==> config.mk <==
export PLATFORM = sky130hd
export DESIGN_NAME = slhm_top
export DESIGN_NICKNAME = d
export VERILOG_FILES = /design/src/design/slhm_pkg.sv /design/src/design/slhm_top.sv
export VERILOG_INCLUDE_DIRS = /design/src /design/src/design
export SDC_FILE = /design/constraint.sdc
export NUM_CORES = 1
export LEC_CHECK = 0
export BUFFER_PORTS_ARGS = -buffer_cell sky130_fd_sc_hd__buf_4
export CORE_MARGIN = 8
export CORE_UTILIZATION = 45
export CTS_CLUSTER_DIAMETER = 30
export DETAILED_ROUTE_END_ITERATION = 12
export PLACE_DENSITY = 0.77
export SYNTH_ARGS = -nofsm -noshare
export SYNTH_HDL_FRONTEND = slang
export SYNTH_SLANG_ARGS = --single-unit
==> constraint.sdc <==
create_clock -name core_clk -period 2.4 [get_ports core_clk]
set_input_delay 0.24 -clock core_clk [delete_from_list [all_inputs] [get_ports core_clk]]
set_output_delay 0.24 -clock core_clk [all_outputs]
set_load 0.01 [all_outputs]
==> src/design/slhm_cfg.svh <==
// register map, field positions, reset values and counts of the link health monitor
`ifndef SLHM_CFG_SVH
`define SLHM_CFG_SVH

// register indices; byte address is four times the index
`define SLHM_IDX_WDOG 10'h124
`define SLHM_IDX_EPW 10'h127
`define SLHM_IDX_CRC 10'h128
`define SLHM_IDX_ARSTAT 10'h12C
`define SLHM_IDX_LINK 10'h100
`define SLHM_IDX_ISTAT 10'h101
`define SLHM_IDX_ICLR 10'h102
`define SLHM_IDX_IEN 10'h103
`define SLHM_IDX_ARR0 10'h140

// reset values
`define SLHM_RST_WDOG 8'h80
`define SLHM_RST_EPW 8'h00
`define SLHM_RST_CRC 8'h00
`define SLHM_RST_LINK 8'h00
`define SLHM_RST_IEN 8'h00

// bit positions
`define SLHM_LINK_EN_BIT 0
`define SLHM_LINK_SRST_BIT 1
`define SLHM_IRQ_WDOG_BIT 0
`define SLHM_IRQ_FAULT_BIT 1
`define SLHM_IRQ_ARR_BIT 2

// counts
`define SLHM_WD_TH_1 33'h0_0002_0000
`define SLHM_WD_TH_2 33'h0_0008_0000
`define SLHM_WD_TH_3 33'h1_0000_0000
`define SLHM_WD_TH_4 33'h0_0080_0000
`define SLHM_ERR_SAT 4'h8
`define SLHM_ARR_W 6

`endif

==> src/design/slhm_pkg.sv <==
// types shared by the link health monitor
package slhm_pkg;

  typedef struct packed {
    logic pll_reset_on_timeout;
    logic rsvd6;
    logic [1:0] uptime_decrement_select;
    logic rsvd3;
    logic [2:0] timeout_threshold_select;
  } slhm_wdog_s;

  typedef struct packed {
    logic [3:0] rsvd;
    logic [1:0] clean_run_length;
    logic [1:0] fault_trigger_count;
  } slhm_checksum_alarm_thresholds_s;

  typedef struct packed {
    logic [1:0] resp;
    logic [31:0] data;
  } slhm_rd_s;

  localparam logic [1:0] SLHM_RESP_OKAY = 2'h0;
  localparam logic [1:0] SLHM_RESP_SLVERR = 2'h2;

endpackage

==> src/design/slhm_top.sv <==
// link health monitor: watchdog, per-lane checksum alarm, SYNC error pulse, arrival capture
//
// Chosen here: the AXI4-Lite register port.
`timescale 1ns/1ps
`include "slhm_cfg.svh"
module slhm_top #(
  parameter int LANES = 2,
  parameter int AW = 12,
  parameter logic [32:0] WD_TH_1 = `SLHM_WD_TH_1,
  parameter logic [32:0] WD_TH_2 = `SLHM_WD_TH_2,
  parameter logic [32:0] WD_TH_3 = `SLHM_WD_TH_3,
  parameter logic [32:0] WD_TH_4 = `SLHM_WD_TH_4
) (
  input wire logic core_clk, // 50 MHz
  input wire logic rst_b, // async, active low
  input wire logic [AW-1:0] s_axi_awaddr, // write address
  input wire logic s_axi_awvalid, // write address valid
  output logic s_axi_awready, // write address ready
  input wire logic [31:0] s_axi_wdata, // write data
  input wire logic [3:0] s_axi_wstrb, // byte strobes
  input wire logic s_axi_wvalid, // write data valid
  output logic s_axi_wready, // write data ready
  output logic [1:0] s_axi_bresp, // write response
  output logic s_axi_bvalid, // write response valid
  input wire logic s_axi_bready, // write response ready
  input wire logic [AW-1:0] s_axi_araddr, // read address
  input wire logic s_axi_arvalid, // read address valid
  output logic s_axi_arready, // read address ready
  output logic [31:0] s_axi_rdata, // read data
  output logic [1:0] s_axi_rresp, // read response
  output logic s_axi_rvalid, // read data valid
  input wire logic s_axi_rready, // read data ready
  input wire logic link_up_pin, // link up level, asynchronous
  input wire logic [LANES-1:0] mb_done, // multiblock finished, per lane
  input wire logic [LANES-1:0] mb_crc_err, // that multiblock had a checksum error
  input wire logic lanes_ready, // every lane ready
  input wire logic eb_release_try, // elastic buffer release attempt
  input wire logic [LANES*`SLHM_ARR_W-1:0] lane_arrival_time, // arrival per lane
  output logic phy_rx_reset, // one-cycle receiver reset
  output logic phy_pll_reset, // one-cycle PHY PLL reset
  output logic sync_n, // SYNC, low while asserted
  output logic [LANES-1:0] lane_check_fault, // per-lane alarm
  output logic link_enable, // link enable control
  output logic link_soft_reset, // link soft reset control
  output logic irq // level interrupt
);

  function automatic logic [32:0] wd_threshold(input logic [2:0] sel);
    case (sel)
      3'h1: wd_threshold = WD_TH_1;
      3'h2: wd_threshold = WD_TH_2;
      3'h3: wd_threshold = WD_TH_3;
      3'h4: wd_threshold = WD_TH_4;
      default: wd_threshold = 33'h0;
    endcase
  endfunction

  function automatic logic [4:0] wd_decrement(input logic [1:0] sel);
    case (sel)
      2'h0: wd_decrement = 5'h01;
      2'h1: wd_decrement = 5'h02;
      2'h2: wd_decrement = 5'h08;
      default: wd_decrement = 5'h10;
    endcase
  endfunction

  // 1, 2, 4, 8 errored multiblocks
  function automatic logic [3:0] trig_count(input logic [1:0] sel);
    trig_count = 4'h1 << sel;
  endfunction

  // 1, 4, 16, 64 clean multiblocks
  function automatic logic [6:0] clean_count(input logic [1:0] sel);
    clean_count = 7'h01 << {sel, 1'b0};
  endfunction

  slhm_pkg::slhm_wdog_s wdog_q;
  slhm_pkg::slhm_checksum_alarm_thresholds_s checksum_alarm_thresholds_q;
  slhm_pkg::slhm_rd_s rd;
  logic [7:0] epw_reg_q, arstat_rsvd_q;
  logic [2:0] int_en_q, int_stat_q, int_stat_d, int_clr, int_ev;
  logic [2:0] sync_cnt_q, sync_cnt_d;
  logic [32:0] wd_cnt_q, wd_th, wd_dec;
  logic link_sync1_q, link_up_q, wd_on, wd_hit, err_ev, arr_valid_q, capture, link_off;
  logic aw_got_q, w_got_q, wr_fire, wr_ok;
  logic [3:0] err_cnt_q [LANES];
  logic [6:0] clean_q [LANES];
  logic [LANES-1:0] fault_set, fault_clr;
  logic [`SLHM_ARR_W-1:0] arr_q [LANES];
  logic [AW-1:0] awaddr_q;
  logic [31:0] wdata_q;
  logic [3:0] wstrb_q;
  logic [9:0] wr_idx;

  // link up comes from a pin: two flops first
  always_ff @(posedge core_clk or negedge rst_b) begin
    if (!rst_b) begin
      link_sync1_q <= 1'b0;
      link_up_q <= 1'b0;
    end else begin
      link_sync1_q <= link_up_pin;
      link_up_q <= link_sync1_q;
    end
  end

  assign link_off = !link_enable || link_soft_reset;

  // ---------------- watchdog ----------------
  assign wd_th = wd_threshold(wdog_q.timeout_threshold_select);
  assign wd_dec = 33'(wd_decrement(wdog_q.uptime_decrement_select));
  assign wd_on = !link_off && (wd_th != 33'h0);
  assign wd_hit = wd_on && (wd_cnt_q >= wd_th);

  // every cycle is sampled, so short link-up episodes are seen too
  always_ff @(posedge core_clk or negedge rst_b) begin
    if (!rst_b) begin
      wd_cnt_q <= 33'h0;
    end else if (!wd_on || wd_hit) begin
      wd_cnt_q <= 33'h0;
    end else if (!link_up_q || (|lane_check_fault)) begin
      wd_cnt_q <= wd_cnt_q + 33'h1;
    end else if (wd_cnt_q > wd_dec) begin
      wd_cnt_q <= wd_cnt_q - wd_dec;
    end else begin
      wd_cnt_q <= 33'h0;
    end
  end

  always_ff @(posedge core_clk or negedge rst_b) begin
    if (!rst_b) begin
      phy_rx_reset <= 1'b0;
      phy_pll_reset <= 1'b0;
    end else begin
      phy_rx_reset <= wd_hit;
      phy_pll_reset <= wd_hit && wdog_q.pll_reset_on_timeout;
    end
  end

  // ---------------- SYNC error pulse ----------------
  assign err_ev = !link_off && (|(mb_done & mb_crc_err));

  always_comb begin
    sync_cnt_d = sync_cnt_q;
    if (err_ev && (epw_reg_q[2:0] != 3'h0)) begin
      sync_cnt_d = epw_reg_q[2:0];
    end else if (sync_cnt_q != 3'h0) begin
      sync_cnt_d = sync_cnt_q - 3'h1;
    end
  end

  always_ff @(posedge core_clk or negedge rst_b) begin
    if (!rst_b) begin
      sync_cnt_q <= 3'h0;
      sync_n <= 1'b1;
    end else begin
      sync_cnt_q <= sync_cnt_d;
      sync_n <= (sync_cnt_d == 3'h0);
    end
  end

  // ---------------- per-lane checksum alarm ----------------
  always_comb begin
    for (int i = 0; i < LANES; i++) begin
      fault_set[i] = !link_off && mb_done[i] && mb_crc_err[i] && !lane_check_fault[i] &&
        ((err_cnt_q[i] + 4'h1) >= trig_count(checksum_alarm_thresholds_q.fault_trigger_count));
      fault_clr[i] = !link_off && mb_done[i] && !mb_crc_err[i] &&
        ((clean_q[i] + 7'h01) >= clean_count(checksum_alarm_thresholds_q.clean_run_length));
    end
  end

  always_ff @(posedge core_clk or negedge rst_b) begin
    if (!rst_b) begin
      for (int i = 0; i < LANES; i++) begin
        err_cnt_q[i] <= 4'h0;
        clean_q[i] <= 7'h00;
      end
      lane_check_fault <= '0;
    end else begin
      for (int i = 0; i < LANES; i++) begin
        if (link_off) begin
          err_cnt_q[i] <= 4'h0;
          clean_q[i] <= 7'h00;
          lane_check_fault[i] <= 1'b0;
        end else if (mb_done[i] && mb_crc_err[i]) begin
          clean_q[i] <= 7'h00;
          if (err_cnt_q[i] != `SLHM_ERR_SAT) begin
            err_cnt_q[i] <= err_cnt_q[i] + 4'h1;
          end
          if (fault_set[i]) begin
            lane_check_fault[i] <= 1'b1;
          end
        end else if (fault_clr[i]) begin
          err_cnt_q[i] <= 4'h0;
          clean_q[i] <= 7'h00;
          lane_check_fault[i] <= 1'b0;
        end else if (mb_done[i]) begin
          clean_q[i] <= clean_q[i] + 7'h01;
        end
      end
    end
  end

  // ---------------- lane arrival capture ----------------
  assign capture = !link_off && lanes_ready && eb_release_try && !arr_valid_q;

  always_ff @(posedge core_clk or negedge rst_b) begin
    if (!rst_b) begin
      arr_valid_q <= 1'b0;
      for (int i = 0; i < LANES; i++) begin
        arr_q[i] <= '0;
      end
    end else if (link_off) begin
      arr_valid_q <= 1'b0;
    end else if (capture) begin
      arr_valid_q <= 1'b1;
      for (int i = 0; i < LANES; i++) begin
        arr_q[i] <= lane_arrival_time[i*`SLHM_ARR_W +: `SLHM_ARR_W];
      end
    end
  end

  // ---------------- interrupts ----------------
  always_comb begin
    int_ev = 3'h0;
    int_ev[`SLHM_IRQ_WDOG_BIT] = wd_hit;
    int_ev[`SLHM_IRQ_FAULT_BIT] = |fault_set;
    int_ev[`SLHM_IRQ_ARR_BIT] = capture;
    int_clr = 3'h0;
    if (wr_fire && wstrb_q[0] && (wr_idx == `SLHM_IDX_ICLR)) begin
      int_clr = wdata_q[2:0];
    end
    // a new event wins over a clear in the same cycle
    int_stat_d = (int_stat_q & ~int_clr) | int_ev;
  end

  always_ff @(posedge core_clk or negedge rst_b) begin
    if (!rst_b) begin
      int_stat_q <= 3'h0;
      irq <= 1'b0;
    end else begin
      int_stat_q <= int_stat_d;
      irq <= |(int_stat_d & int_en_q);
    end
  end

  // ---------------- register writes ----------------
  assign wr_fire = aw_got_q && w_got_q && !s_axi_bvalid;
  assign wr_idx = 10'(awaddr_q[AW-1:2]);
  assign wr_ok = (wr_idx == `SLHM_IDX_WDOG) || (wr_idx == `SLHM_IDX_EPW) ||
    (wr_idx == `SLHM_IDX_CRC) || (wr_idx == `SLHM_IDX_ARSTAT) ||
    (wr_idx == `SLHM_IDX_LINK) || (wr_idx == `SLHM_IDX_ISTAT) ||
    (wr_idx == `SLHM_IDX_ICLR) || (wr_idx == `SLHM_IDX_IEN);

  // settings are taken at any time; software keeps the link disabled
  always_ff @(posedge core_clk or negedge rst_b) begin
    if (!rst_b) begin
      wdog_q <= `SLHM_RST_WDOG;
      epw_reg_q <= `SLHM_RST_EPW;
      checksum_alarm_thresholds_q <= `SLHM_RST_CRC;
      arstat_rsvd_q <= 8'h00;
      link_enable <= 1'b0;
      link_soft_reset <= 1'b0;
      int_en_q <= 3'h0;
    end else if (wr_fire && wstrb_q[0]) begin
      case (wr_idx)
        `SLHM_IDX_WDOG: wdog_q <= wdata_q[7:0];
        `SLHM_IDX_EPW: epw_reg_q <= wdata_q[7:0];
        `SLHM_IDX_CRC: checksum_alarm_thresholds_q <= wdata_q[7:0];
        `SLHM_IDX_ARSTAT: arstat_rsvd_q <= {wdata_q[7:1], 1'b0};
        `SLHM_IDX_LINK: begin
          link_enable <= wdata_q[`SLHM_LINK_EN_BIT];
          link_soft_reset <= wdata_q[`SLHM_LINK_SRST_BIT];
        end
        `SLHM_IDX_IEN: int_en_q <= wdata_q[2:0];
        default: ;
      endcase
    end
  end

  // ---------------- AXI4-Lite write channels ----------------
  always_ff @(posedge core_clk or negedge rst_b) begin
    if (!rst_b) begin
      aw_got_q <= 1'b0;
      w_got_q <= 1'b0;
      awaddr_q <= '0;
      wdata_q <= 32'h0;
      wstrb_q <= 4'h0;
      s_axi_awready <= 1'b1;
      s_axi_wready <= 1'b1;
      s_axi_bvalid <= 1'b0;
      s_axi_bresp <= slhm_pkg::SLHM_RESP_OKAY;
    end else begin
      if (s_axi_awvalid && s_axi_awready) begin
        awaddr_q <= s_axi_awaddr;
        aw_got_q <= 1'b1;
        s_axi_awready <= 1'b0;
      end
      if (s_axi_wvalid && s_axi_wready) begin
        wdata_q <= s_axi_wdata;
        wstrb_q <= s_axi_wstrb;
        w_got_q <= 1'b1;
        s_axi_wready <= 1'b0;
      end
      if (wr_fire) begin
        aw_got_q <= 1'b0;
        w_got_q <= 1'b0;
        s_axi_bvalid <= 1'b1;
        s_axi_bresp <= wr_ok ? slhm_pkg::SLHM_RESP_OKAY : slhm_pkg::SLHM_RESP_SLVERR;
      end
      if (s_axi_bvalid && s_axi_bready) begin
        s_axi_bvalid <= 1'b0;
        s_axi_awready <= 1'b1;
        s_axi_wready <= 1'b1;
      end
    end
  end

  // ---------------- AXI4-Lite read channels ----------------
  always_comb begin
    logic [9:0] idx;
    idx = 10'(s_axi_araddr[AW-1:2]);
    rd.resp = slhm_pkg::SLHM_RESP_OKAY;
    rd.data = 32'h0;
    case (idx)
      `SLHM_IDX_WDOG: rd.data[7:0] = wdog_q;
      `SLHM_IDX_EPW: rd.data[7:0] = epw_reg_q;
      `SLHM_IDX_CRC: rd.data[7:0] = checksum_alarm_thresholds_q;
      `SLHM_IDX_ARSTAT: rd.data[7:0] = arstat_rsvd_q | {7'h00, arr_valid_q};
      `SLHM_IDX_LINK: rd.data[1:0] = {link_soft_reset, link_enable};
      `SLHM_IDX_ISTAT: rd.data[2:0] = int_stat_q;
      `SLHM_IDX_ICLR: rd.data = 32'h0;
      `SLHM_IDX_IEN: rd.data[2:0] = int_en_q;
      default: begin
        rd.resp = slhm_pkg::SLHM_RESP_SLVERR;
        for (int i = 0; i < LANES; i++) begin
          if (idx == `SLHM_IDX_ARR0 + 10'(i)) begin
            rd.resp = slhm_pkg::SLHM_RESP_OKAY;
            rd.data[`SLHM_ARR_W-1:0] = arr_q[i];
          end
        end
      end
    endcase
  end

  always_ff @(posedge core_clk or negedge rst_b) begin
    if (!rst_b) begin
      s_axi_arready <= 1'b1;
      s_axi_rvalid <= 1'b0;
      s_axi_rdata <= 32'h0;
      s_axi_rresp <= slhm_pkg::SLHM_RESP_OKAY;
    end else if (s_axi_arvalid && s_axi_arready) begin
      s_axi_arready <= 1'b0;
      s_axi_rvalid <= 1'b1;
      s_axi_rdata <= rd.data;
      s_axi_rresp <= rd.resp;
    end else if (s_axi_rvalid && s_axi_rready) begin
      s_axi_rvalid <= 1'b0;
      s_axi_arready <= 1'b1;
    end
  end
endmodule

Yosys cells after proc, flatten, opt, wreduce, memory -nomap -nowiden --
Cells that the tools add are included.
Storage, ports and cells: register bits 158, latch bits 0, bits in writable memories 0, memory bits (read-only) 0, input bits 86, output and inout bits 49, memories 0
Cells by class: add/subtract/negate cells 7, $mul 0, divide/modulo/power cells 0, order comparisons 6, equal/unequal tests 30, shifts and indexed selects 2, mux-type cells 58, bitwise operators 7, reduce and logical (&&, ||, !) cells 85
Operators by type and width (count):
- $eq A10 B9 Y1 const B | 18
- $pmux W33 S4 | 1
- $mux W33 | 3
- $mux W7 | 8
- $add A33 B1 Y33 const B | 1
- $ge A33 B33 Y1 | 1
- $gt A33 B5 Y1 | 1
- $reduce_bool A33 Y1 | 1
- $sub A33 B5 Y33 | 1
- $mux W4 | 8
- $logic_and A1 B1 Y1 | 31
- $mux W1 | 24
- $reduce_and A2 Y1 | 11
- $pmux W2 S8 | 1
- $pmux W3 S5 | 1
- $pmux W5 S3 | 1
- $add A7 B1 Y7 const B | 2
- $ge A7 B7 Y1 | 2
- $reduce_bool A2 Y1 | 7
- $mux W6 | 2
- $reduce_bool A3 Y1 | 4
- $logic_not A1 Y1 | 10
- $logic_or A1 B1 Y1 | 10
- $mux W3 | 3
- 29 further kinds | 43

Logic depth before layout (Yosys ltp) --
Gate-level depths: netlist of the first run.
depth in word-level cells 11, depth in mapped cells 11, mapped depth without buffers 10

Least setup slack after synthesis of the first run --
Ideal clock, no wire load.
kind register to register, start register wdog_q[4] in the netlist's numbering, end register wd_cnt_q[13], setup time 0.094 ns, arrival time 2.378 ns, required time 2.306 ns, setup slack -0.072 ns, stages on the path, launching flop included 9, buffers on the path 0, period minus slack after synthesis 2.472 ns, cells stage by stage dfrtp_1 nand2b_1 ha_1 o211ai_1 nand3_2 or3_1 or4_1 o221a_1 a211oi_1
Between the ends: longest elaborated chain between the ends 6, elaborated cells on any way between the ends 9, those cells by class add/sub (1); order compare (1); eq/ne (2); mux (4); reduce/logical (1)
RTL lines:
- start, declared | line slhm_top.sv:77 | slhm_pkg::slhm_wdog_s wdog_q;
- start signal, assigned | line slhm_top.sv:257 | wdog_q <= `SLHM_RST_WDOG;
- start signal, assigned | line slhm_top.sv:266 | `SLHM_IDX_WDOG: wdog_q <= wdata_q[7:0];
- $eq A2 B2 Y1, or another cell as far along | line slhm_top.sv:59 | case (sel)
- $pmux W5 S3 (*) | line slhm_top.sv:59
- $sub A33 B5 Y33 / $gt A33 B5 Y1 (equally long branches) | line slhm_top.sv:123, slhm_top.sv:122
- $mux W33 (*) | line slhm_top.sv:122 | end else if (wd_cnt_q > wd_dec) begin
- $mux W33 (*) | line slhm_top.sv:120 | end else if (!link_up_q || (|lane_check_fault)) begin
- $mux W33 (*) | line slhm_top.sv:118 | end else if (!wd_on || wd_hit) begin
- end signal, assigned | line slhm_top.sv:121 | wd_cnt_q <= wd_cnt_q + 33'h1;
- end signal, assigned | line slhm_top.sv:123 | wd_cnt_q <= wd_cnt_q - wd_dec;
- end, declared | line slhm_top.sv:83 | logic [32:0] wd_cnt_q, wd_th, wd_dec;
Mark *: on every way between the ends. The rest lies on a longest branch, timed or not. A chain may end at the register's enable or synchronous reset.

Worst setup path after layout of the first run --
start register wdog_q[5] in the netlist's numbering, end register wd_cnt_q[13]
The elaborated chain is that of the path after synthesis.

==> results of run 1 <==
-- registers in the layout (all words and copies together), names as in the netlist, 2 cells and up --
register	flops
sync_cnt_q	3
awaddr_q	10
int_stat_q	3
wdog_q	8
wdata_q	8
arstat_rsvd_q	7
int_en_q	3
lane_check_fault	2
epw_reg_q	8
err_cnt_q	8
checksum_alarm_thresholds_q	8
wd_cnt_q	33
s_axi_rdata	8
clean_q	14
arr_q	12
-- worst max-delay path: stages, from the launching register on --
cell	delay, ns
sky130_fd_sc_hd__dfrtp_2	0.44
sky130_fd_sc_hd__buf_4	0.15
sky130_fd_sc_hd__nand2b_4	0.06
sky130_fd_sc_hd__ha_4	0.21
sky130_fd_sc_hd__o211ai_1	0.14
sky130_fd_sc_hd__nand3_4	0.15
sky130_fd_sc_hd__or3_4	0.39
sky130_fd_sc_hd__or4_4	0.43
sky130_fd_sc_hd__o221a_1	0.25
sky130_fd_sc_hd__a211oi_2	0.14
-- cell families (layout without fill, tap and decap cells) --
group / after synthesis / count (layout) / share of synthesized area (%)
flops: 154 / 154 / 41.98
other cells: 1 / 26 / 0.04078
xor+xnor: 39 / 39 / 3.715
buf+inv: 93 / 255 / 4.899
mux: 91 / 91 / 10.93
simple gates: 336 / 336 / 19.39
fa+ha+maj: 35 / 35 / 4.844
compound gates: 191 / 191 / 14.21
-- report_power, final --
part           internal [mW]  switching [mW]
clock                   1.49            1.24
sequential              2.89           0.306
combinational          0.564           0.535
-- routing by layer --
layer | track usage, % | vias to the layer above | routed length [um]
li1 | - | 3760 | -
met1 | 22.54 | 3915 | 10400
met2 | 33.57 | 309 | 12640
met3 | 4.214 | 71 | 1489
met4 | 8.319 | 0 | 899
met5 | 0 | - | 0
-- through the flow --
step                TNS [ns]  utilization (%)  worst slack (ns)
floorplan           -0.04642                -          -0.04642
global placement     -0.4621            52.77          -0.09776
detailed placement    -2.230            52.77           -0.2300
CTS                  -0.5543            56.92          -0.09966
global route          -1.510            58.95           -0.1813
finish              -0.05102            58.95          -0.04068
-- worst max-delay path by stage --
stage,endpoint,slack [ns]
final,wd_cnt_q[13],-0.04
after global routing,wd_cnt_q[29],-0.18
after CTS,wd_cnt_q[30],-0.1
after detailed placement,wd_cnt_q[30],-0.23
after global placement,wd_cnt_q[30],-0.1
after floorplan,wd_cnt_q[13],-0.05
-- cells in the final DEF, fill, tap and decap left out, types with 9 or more instances in the layout --
master / n
sky130_fd_sc_hd__and3_1: 19
sky130_fd_sc_hd__a21oi_1: 28
sky130_fd_sc_hd__a31oi_1: 14
sky130_fd_sc_hd__xor2_1: 22
sky130_fd_sc_hd__nand2_1: 63
sky130_fd_sc_hd__buf_4: 180
sky130_fd_sc_hd__xnor2_1: 16
sky130_fd_sc_hd__nor2_1: 74
sky130_fd_sc_hd__nand2b_1: 9
sky130_fd_sc_hd__nand3_1: 29
sky130_fd_sc_hd__nor3_1: 36
sky130_fd_sc_hd__clkbuf_16: 17
sky130_fd_sc_hd__nand4_1: 19
sky130_fd_sc_hd__conb_1: 26
sky130_fd_sc_hd__mux2i_1: 16
sky130_fd_sc_hd__inv_1: 27
sky130_fd_sc_hd__mux2_2: 75
sky130_fd_sc_hd__nand4b_1: 9
sky130_fd_sc_hd__o21ai_0: 35
sky130_fd_sc_hd__a22oi_1: 12
sky130_fd_sc_hd__dfrtp_1: 142
sky130_fd_sc_hd__ha_1: 26
-- repair_timing --
item,in CTS,in global routing
buffers inserted,8,7
setup endpoints to repair,46,48
gates cloned,0,1
pin swaps,14,30
endpoints found under the hold margin,67,0
hold buffers,7,0
gates resized for setup,20,76
-- final cells by class --
type | instances | area (um^2) | share of cell area [%]
clock inverters | 15 | 178.9 | 1.505
multi-input cells | 718 | 5441 | 45.77
clock buffers | 17 | 425.4 | 3.578
inverters | 28 | 105.1 | 0.8840
flip-flops and latches | 154 | 3869 | 32.54
repair buffers | 195 | 1531 | 12.88
well taps | 270 | 337.8 | 2.842
==> qor.log, run 1 <==
INFO  critical_path  worst_reg2reg_endpoint=wd_cnt_q[13]
INFO  status         failing_checks=setup timing
INFO  floorplan      floorplan.rows=52
INFO  clock_network  clockRootBuffer=sky130_fd_sc_hd__clkbuf_16
INFO  floorplan      design.die.area=25260um^2
INFO  clock_network  clkSinkCount=154
INFO  synthesis      synth.top_cells.by_area=sky130_fd_sc_hd__dfrtp_1 41%, sky130_fd_sc_hd__mux2_2 9.2%, sky130_fd_sc_hd__ha_1 4.6%
INFO  final_layout   final_layout_size_suffix_gt1_share=34.87%
INFO  placement      place_inst=1342
INFO  floorplan      placeableCoreArea=20170um^2
INFO  pwr            totalPowerFinal=7.030mW
INFO  critical_path  timing.reg2reg.worst_path_depth=9
INFO  grt            grt_max_degree=67
INFO  sta            setup_violating_endpoint_count_in_the_final_report=2
INFO  critical_path  timing.critical_path.from=wdog_q[5]
INFO  grt            first_global_vias=8237
INFO  final_layout   area_delta_synth_final=29.30%
INFO  routing        drt-vias-per-instance=5.766
INFO  sta            final_min_period=2.441ns
INFO  routing        wire_length_after_detailed_routing=25430um
INFO  synthesis      yosysTopAreaCell=sky130_fd_sc_hd__dfrtp_1
INFO  synthesis      synth_edf_count=0
INFO  status         run_status=finished, violations left
INFO  min_path       hold_depth=2
INFO  pwr            power_density=591.3nW/um^2
INFO  critical_path  arrival=2.79ns
INFO  synthesis      post_synth_most_frequent_cells=149 x sky130_fd_sc_hd__dfrtp_1, 77 x sky130_fd_sc_hd__nor2_1, 75 x sky130_fd_sc_hd__mux2_2
INFO  sta            final.hold.worst_slack=0.03420ns
INFO  synthesis      synth.top_cell.area_share=40.55%
INFO  critical_path  wp_data_required=2.75ns
INFO  synthesis      synth_area=9195um^2
INFO  synthesis      synth.most_common_cell=sky130_fd_sc_hd__dfrtp_1
INFO  pwr            ir_drop=0.5446mV
INFO  sta            tightest_slew=0.6646ns
INFO  sta            timing_hold_violations_final=0
INFO  final_layout   insertedDiodeCount=0
INFO  sta            max_slew_margin=55.69%
INFO  placement      detailedPlacementHpwl=17690um
INFO  min_path       hp-start=s_axi_wstrb[0]
INFO  synthesis      yosysSeqAreaShare=41.98%
INFO  synthesis      synth-async-reset-ratio=100.0%
INFO  clock_network  worst_setup_hold_path_clk_slew=0.07ns
INFO  routing        routed-via-count=8055
INFO  clock_network  cts_tree=built
INFO  clock_network  worstSkewPairLatency=0.44ns
INFO  clock_network  clock_path_buffers=2
INFO  grt            grt_overflow_total=0
INFO  synthesis      netlist_instances=940
INFO  routing        route.detailed.wl_per_inst=18.20um
INFO  placement      gp_congestion=0.9103
INFO  floorplan      initial_utilization=45.59%
INFO  critical_path  worst-path-max-fanout=5
INFO  floorplan      num_io_pins=135
INFO  final_layout   final_area=11890um^2
INFO  synthesis      ys_types=77
INFO  final_layout   fin_nets=1235
INFO  synthesis      total_of_flip_flops_plus_latches_after_synthesis=154
INFO  final_layout   fillers=1629
INFO  sta            grt_setup_unrepaired=true
INFO  clock_network  clock_tree.htree_level_count=4
INFO  routing        drt-initial-drc-count=573
INFO  critical_path  path_class=reg2reg
INFO  job            cap_viol_max_count=0
INFO  placement      count_of_port_buffers_added_during_placement=77
INFO  final_layout   stdcell_count=1397
INFO  critical_path  critPathLaunchType=flop
INFO  critical_path  worstSetupEndpointType=flop
INFO  synthesis      post_syn_area_per_cell=9.782um^2
INFO  min_path       hold_end=wstrb_q[0]
INFO  grt            grt_usage=19.29%
INFO  pwr            power.static_leakage=5.361nW
INFO  floorplan      die_h=158.9um
INFO  routing        dr.pass1.iters=5
INFO  sta            final_slew_violations=0
INFO  sta            postLayoutSetupSlackWorst=-0.04068ns
INFO  sta            post-route-period-util=101.7%
INFO  synthesis      synth-warning-count=0
INFO  sta            skew=0.01108ns
INFO  sta            fmaxAchievable=0.4097GHz
INFO  floorplan      floorplan.die.width=158.9um
INFO  placement      detailed_place.area=10640um^2
INFO  routing        antenna_left=0
INFO  routing        drc_errors=0
INFO  grt            wire_length_of_the_first_global_routing_pass=40550um
INFO  clock_network  tritoncts.num_buffers=17
INFO  min_path       holdCritPathClass=in2reg
INFO  critical_path  r2r_slack=-0.04ns
INFO  synthesis      yosys_most_used_dff=sky130_fd_sc_hd__dfrtp_1
INFO  critical_path  timing.rr.start=wdog_q[5]
INFO  grt            grt_antenna_before_repair=0
No activity file was read; power rests on OpenSTA's default activity.
==> inputs of run 2 (changes only) <==
PLACE_DENSITY = 0.74   (was 0.77)
clock period = 2.6 ns   (was 2.4 ns; I/O delays follow)
==> run 2 against run 1 <==
Effect of this change:
- the flow now finishes without violations
- via count decreased by 4.7%
- total power decreased by 9.0%
- cell count shrank 4.0%
- largest cell class unchanged
==> qor.log, run 2 (synthesized netlist as in run 1, its figures left out) <==
INFO  floorplan      floorplan.rows=52
INFO  min_path       holdCritPathClass=in2reg
INFO  routing        route.detailed.wl_per_inst=17.23um
INFO  sta            timing_hold_violations_final=0
INFO  grt            grt_busiest_layer=met2
INFO  critical_path  worst_reg2reg_endpoint=wd_cnt_q[24]
INFO  clock_network  clockRootBuffer=sky130_fd_sc_hd__clkbuf_16
INFO  critical_path  timing.reg2reg.worst_path_depth=10
INFO  sta            final_slew_violations=0
INFO  placement      count_of_port_buffers_added_during_placement=77
INFO  min_path       hp-start=s_axi_rready
INFO  floorplan      die_h=158.9um
INFO  critical_path  path_buf_inv=2
INFO  routing        antenna_left=0
INFO  final_layout   final-seq-area=3864um^2
INFO  critical_path  path_delay_family=simple AND/OR/NAND/NOR gates
INFO  floorplan      design.die.area=25260um^2
INFO  routing        dr.pass1.iters=5
INFO  placement      detailedPlacementHpwl=16760um
INFO  pwr            ir_drop=0.4549mV
INFO  final_layout   insertedDiodeCount=0
INFO  critical_path  r2r_slack=0.08ns
INFO  routing        wire_length_after_detailed_routing=23100um
INFO  sta            tightest_slew=0.7246ns
INFO  pwr            power_density=576.5nW/um^2
INFO  routing        drc_errors=0
INFO  final_layout   number_of_flip_flops_under_the_largest_register_name=33
INFO  critical_path  timing.critical_path.slowest_stage_cell=sky130_fd_sc_hd__or4_4
INFO  final_layout   area_delta_synth_final=20.72%
INFO  grt            grtUsageMet1=22.26%
INFO  clock_network  worst_setup_hold_path_clk_slew=0.07ns
INFO  sta            post-route-period-util=96.86%
INFO  floorplan      initial_utilization=45.59%
INFO  grt            wire_length_of_the_first_global_routing_pass=38100um
INFO  sta            skew=0.009958ns
INFO  floorplan      num_io_pins=135
INFO  pwr            power.static_leakage=5.022nW
INFO  final_layout   post-route-util=55.04%
INFO  grt            grt_max_degree=58
INFO  grt            first_global_vias=7687
INFO  sta            final.hold.worst_slack=0.01698ns
INFO  placement      gp_congestion=0.9094
INFO  critical_path  cp_cell_sequence=nor2_1, ha_1, inv_1, fa_2, nand2b_1, a21oi_2, or4_4, buf_4, or3_1, a31oi_1
INFO  clock_network  clock_tree.htree_level_count=4
INFO  critical_path  wp_data_required=2.96ns
INFO  clock_network  worstSkewPairLatency=0.43ns
INFO  sta            final_min_period=2.518ns
INFO  final_layout   largest_register=wd_cnt_q
INFO  final_layout   most_frequent_cells_in_the_layout=146 x sky130_fd_sc_hd__dfrtp_1, 130 x sky130_fd_sc_hd__buf_4, 76 x sky130_fd_sc_hd__nor2_1
INFO  final_layout   fillers=1802
INFO  critical_path  worst-path-max-fanout=5
INFO  critical_path  path_class=reg2reg
INFO  critical_path  arrival=2.88ns
INFO  sta            setup_violating_endpoint_count_in_the_final_report=0
INFO  min_path       hold_depth=2
INFO  clock_network  clock_path_buffers=2
INFO  grt            grt_usage=17.98%
INFO  final_layout   fin_nets=1179
INFO  critical_path  critPathLaunchType=flop
INFO  grt            grt_util_met2=30.42%
INFO  floorplan      placeableCoreArea=20170um^2
INFO  sta            timing.setup.tns=0ns
INFO  routing        drt-initial-drc-count=551
INFO  sta            fmaxAchievable=0.3971GHz
INFO  grt            grt_overflow_total=0
INFO  routing        drt-vias-per-instance=5.727
INFO  job            cap_viol_max_count=0
INFO  final_layout   most_common_cell_after_layout_fill_and_taps_aside=sky130_fd_sc_hd__dfrtp_1
INFO  critical_path  worstSetupEndpointType=flop
INFO  floorplan      floorplan.die.width=158.9um
INFO  final_layout   multi_input_area=5094um^2
INFO  clock_network  clkSinkCount=154
INFO  status         run_status=completed
INFO  final_layout   largest_registers=wd_cnt_q: 33 flops, clean_q: 14 flops, arr_q: 12 flops
INFO  clock_network  cts_tree=built
INFO  grt            grt_antenna_before_repair=0
INFO  min_path       hold_end=s_axi_rvalid
INFO  final_layout   final_layout_size_suffix_gt1_share=26.61%
INFO  critical_path  critPathMaxStageDelay=0.45ns
INFO  critical_path  timing.rr.start=wdog_q[4]
INFO  sta            max_slew_margin=51.32%
INFO  routing        routed-via-count=7680
INFO  grt            globalRouteMet3Util=4.137%
INFO  clock_network  tritoncts.num_buffers=17
==> run 2: worst max path at each step <==
| stage | from | to | slack (ns) | cells after the start |
|---|---|---|---|---|
| finish | wdog_q[4] | wd_cnt_q[24] | 0.08 | 10 |
| global route | wdog_q[4] | wd_cnt_q[24] | -0.05 | 10 |
| CTS | wdog_q[4] | wd_cnt_q[13] | -0.01 | 8 |
| detailed placement | wdog_q[5] | wd_cnt_q[30] | -0.02 | 10 |
| global placement | wdog_q[4] | wd_cnt_q[13] | 0.05 | 8 |
| floorplan | wdog_q[4] | wd_cnt_q[13] | 0.13 | 8 |
==> run 2: final cells by class <==
| class | count | area share (%) |
|---|---|---|
| repair buffers | 139 | 9.795 |
| flip-flops and latches | 154 | 34.81 |
| inverters | 28 | 0.9468 |
| clock buffers | 17 | 3.832 |
| clock inverters | 15 | 1.691 |
| multi-input cells | 718 | 45.89 |
| well taps | 270 | 3.043 |
==> run 2: per-layer routing <==
layer,vias to the layer above,routed length [um]
li1,3663,-
met1,3717,10020
met2,261,11370
met3,39,1295
met4,0,420
met5,-,0
==> run 2: worst reg2reg max path: cells and delay by family, from the launching register on <==
family	cells	cell delay, ns
AO/OA/AOI/OAI	2	0.26
adder cells (fa/ha/maj)	2	0.55
buffers and inverters	2	0.23
flip-flops	1	0.44
AND/OR/NAND/NOR	4	0.97
==> run 2: where the power goes <==
group	switching, mW	internal, mW
Combinational	0.464	0.486
Sequential	0.269	2.67
Clock	1.20	1.32
Total	1.93	4.47
==> run 2: repair_timing <==
item                                    CTS  global route
hold endpoints to repair                 56             0
resized for setup                         1            22
endpoints found under the setup margin    3            41
pin swaps                                 0             6
setup buffers                             1             2
hold buffers                              6             0
==> run 2: stage by stage <==
| stage | cells | total power, mW | setup WS (ns) | instance area [um^2] |
|---|---|---|---|---|
| global placement | 1300 | 3.885 | 0.05375 | 10300 |
| CTS | 1339 | 6.462 | -0.01213 | 10980 |
| global route | 1341 | 6.689 | -0.05363 | 11100 |
| detailed placement | 1300 | 3.923 | -0.01592 | 10300 |
| floorplan | 965 | 3.534 | 0.1282 | 9289 |
| finish | 1341 | 6.400 | 0.08163 | 11100 |
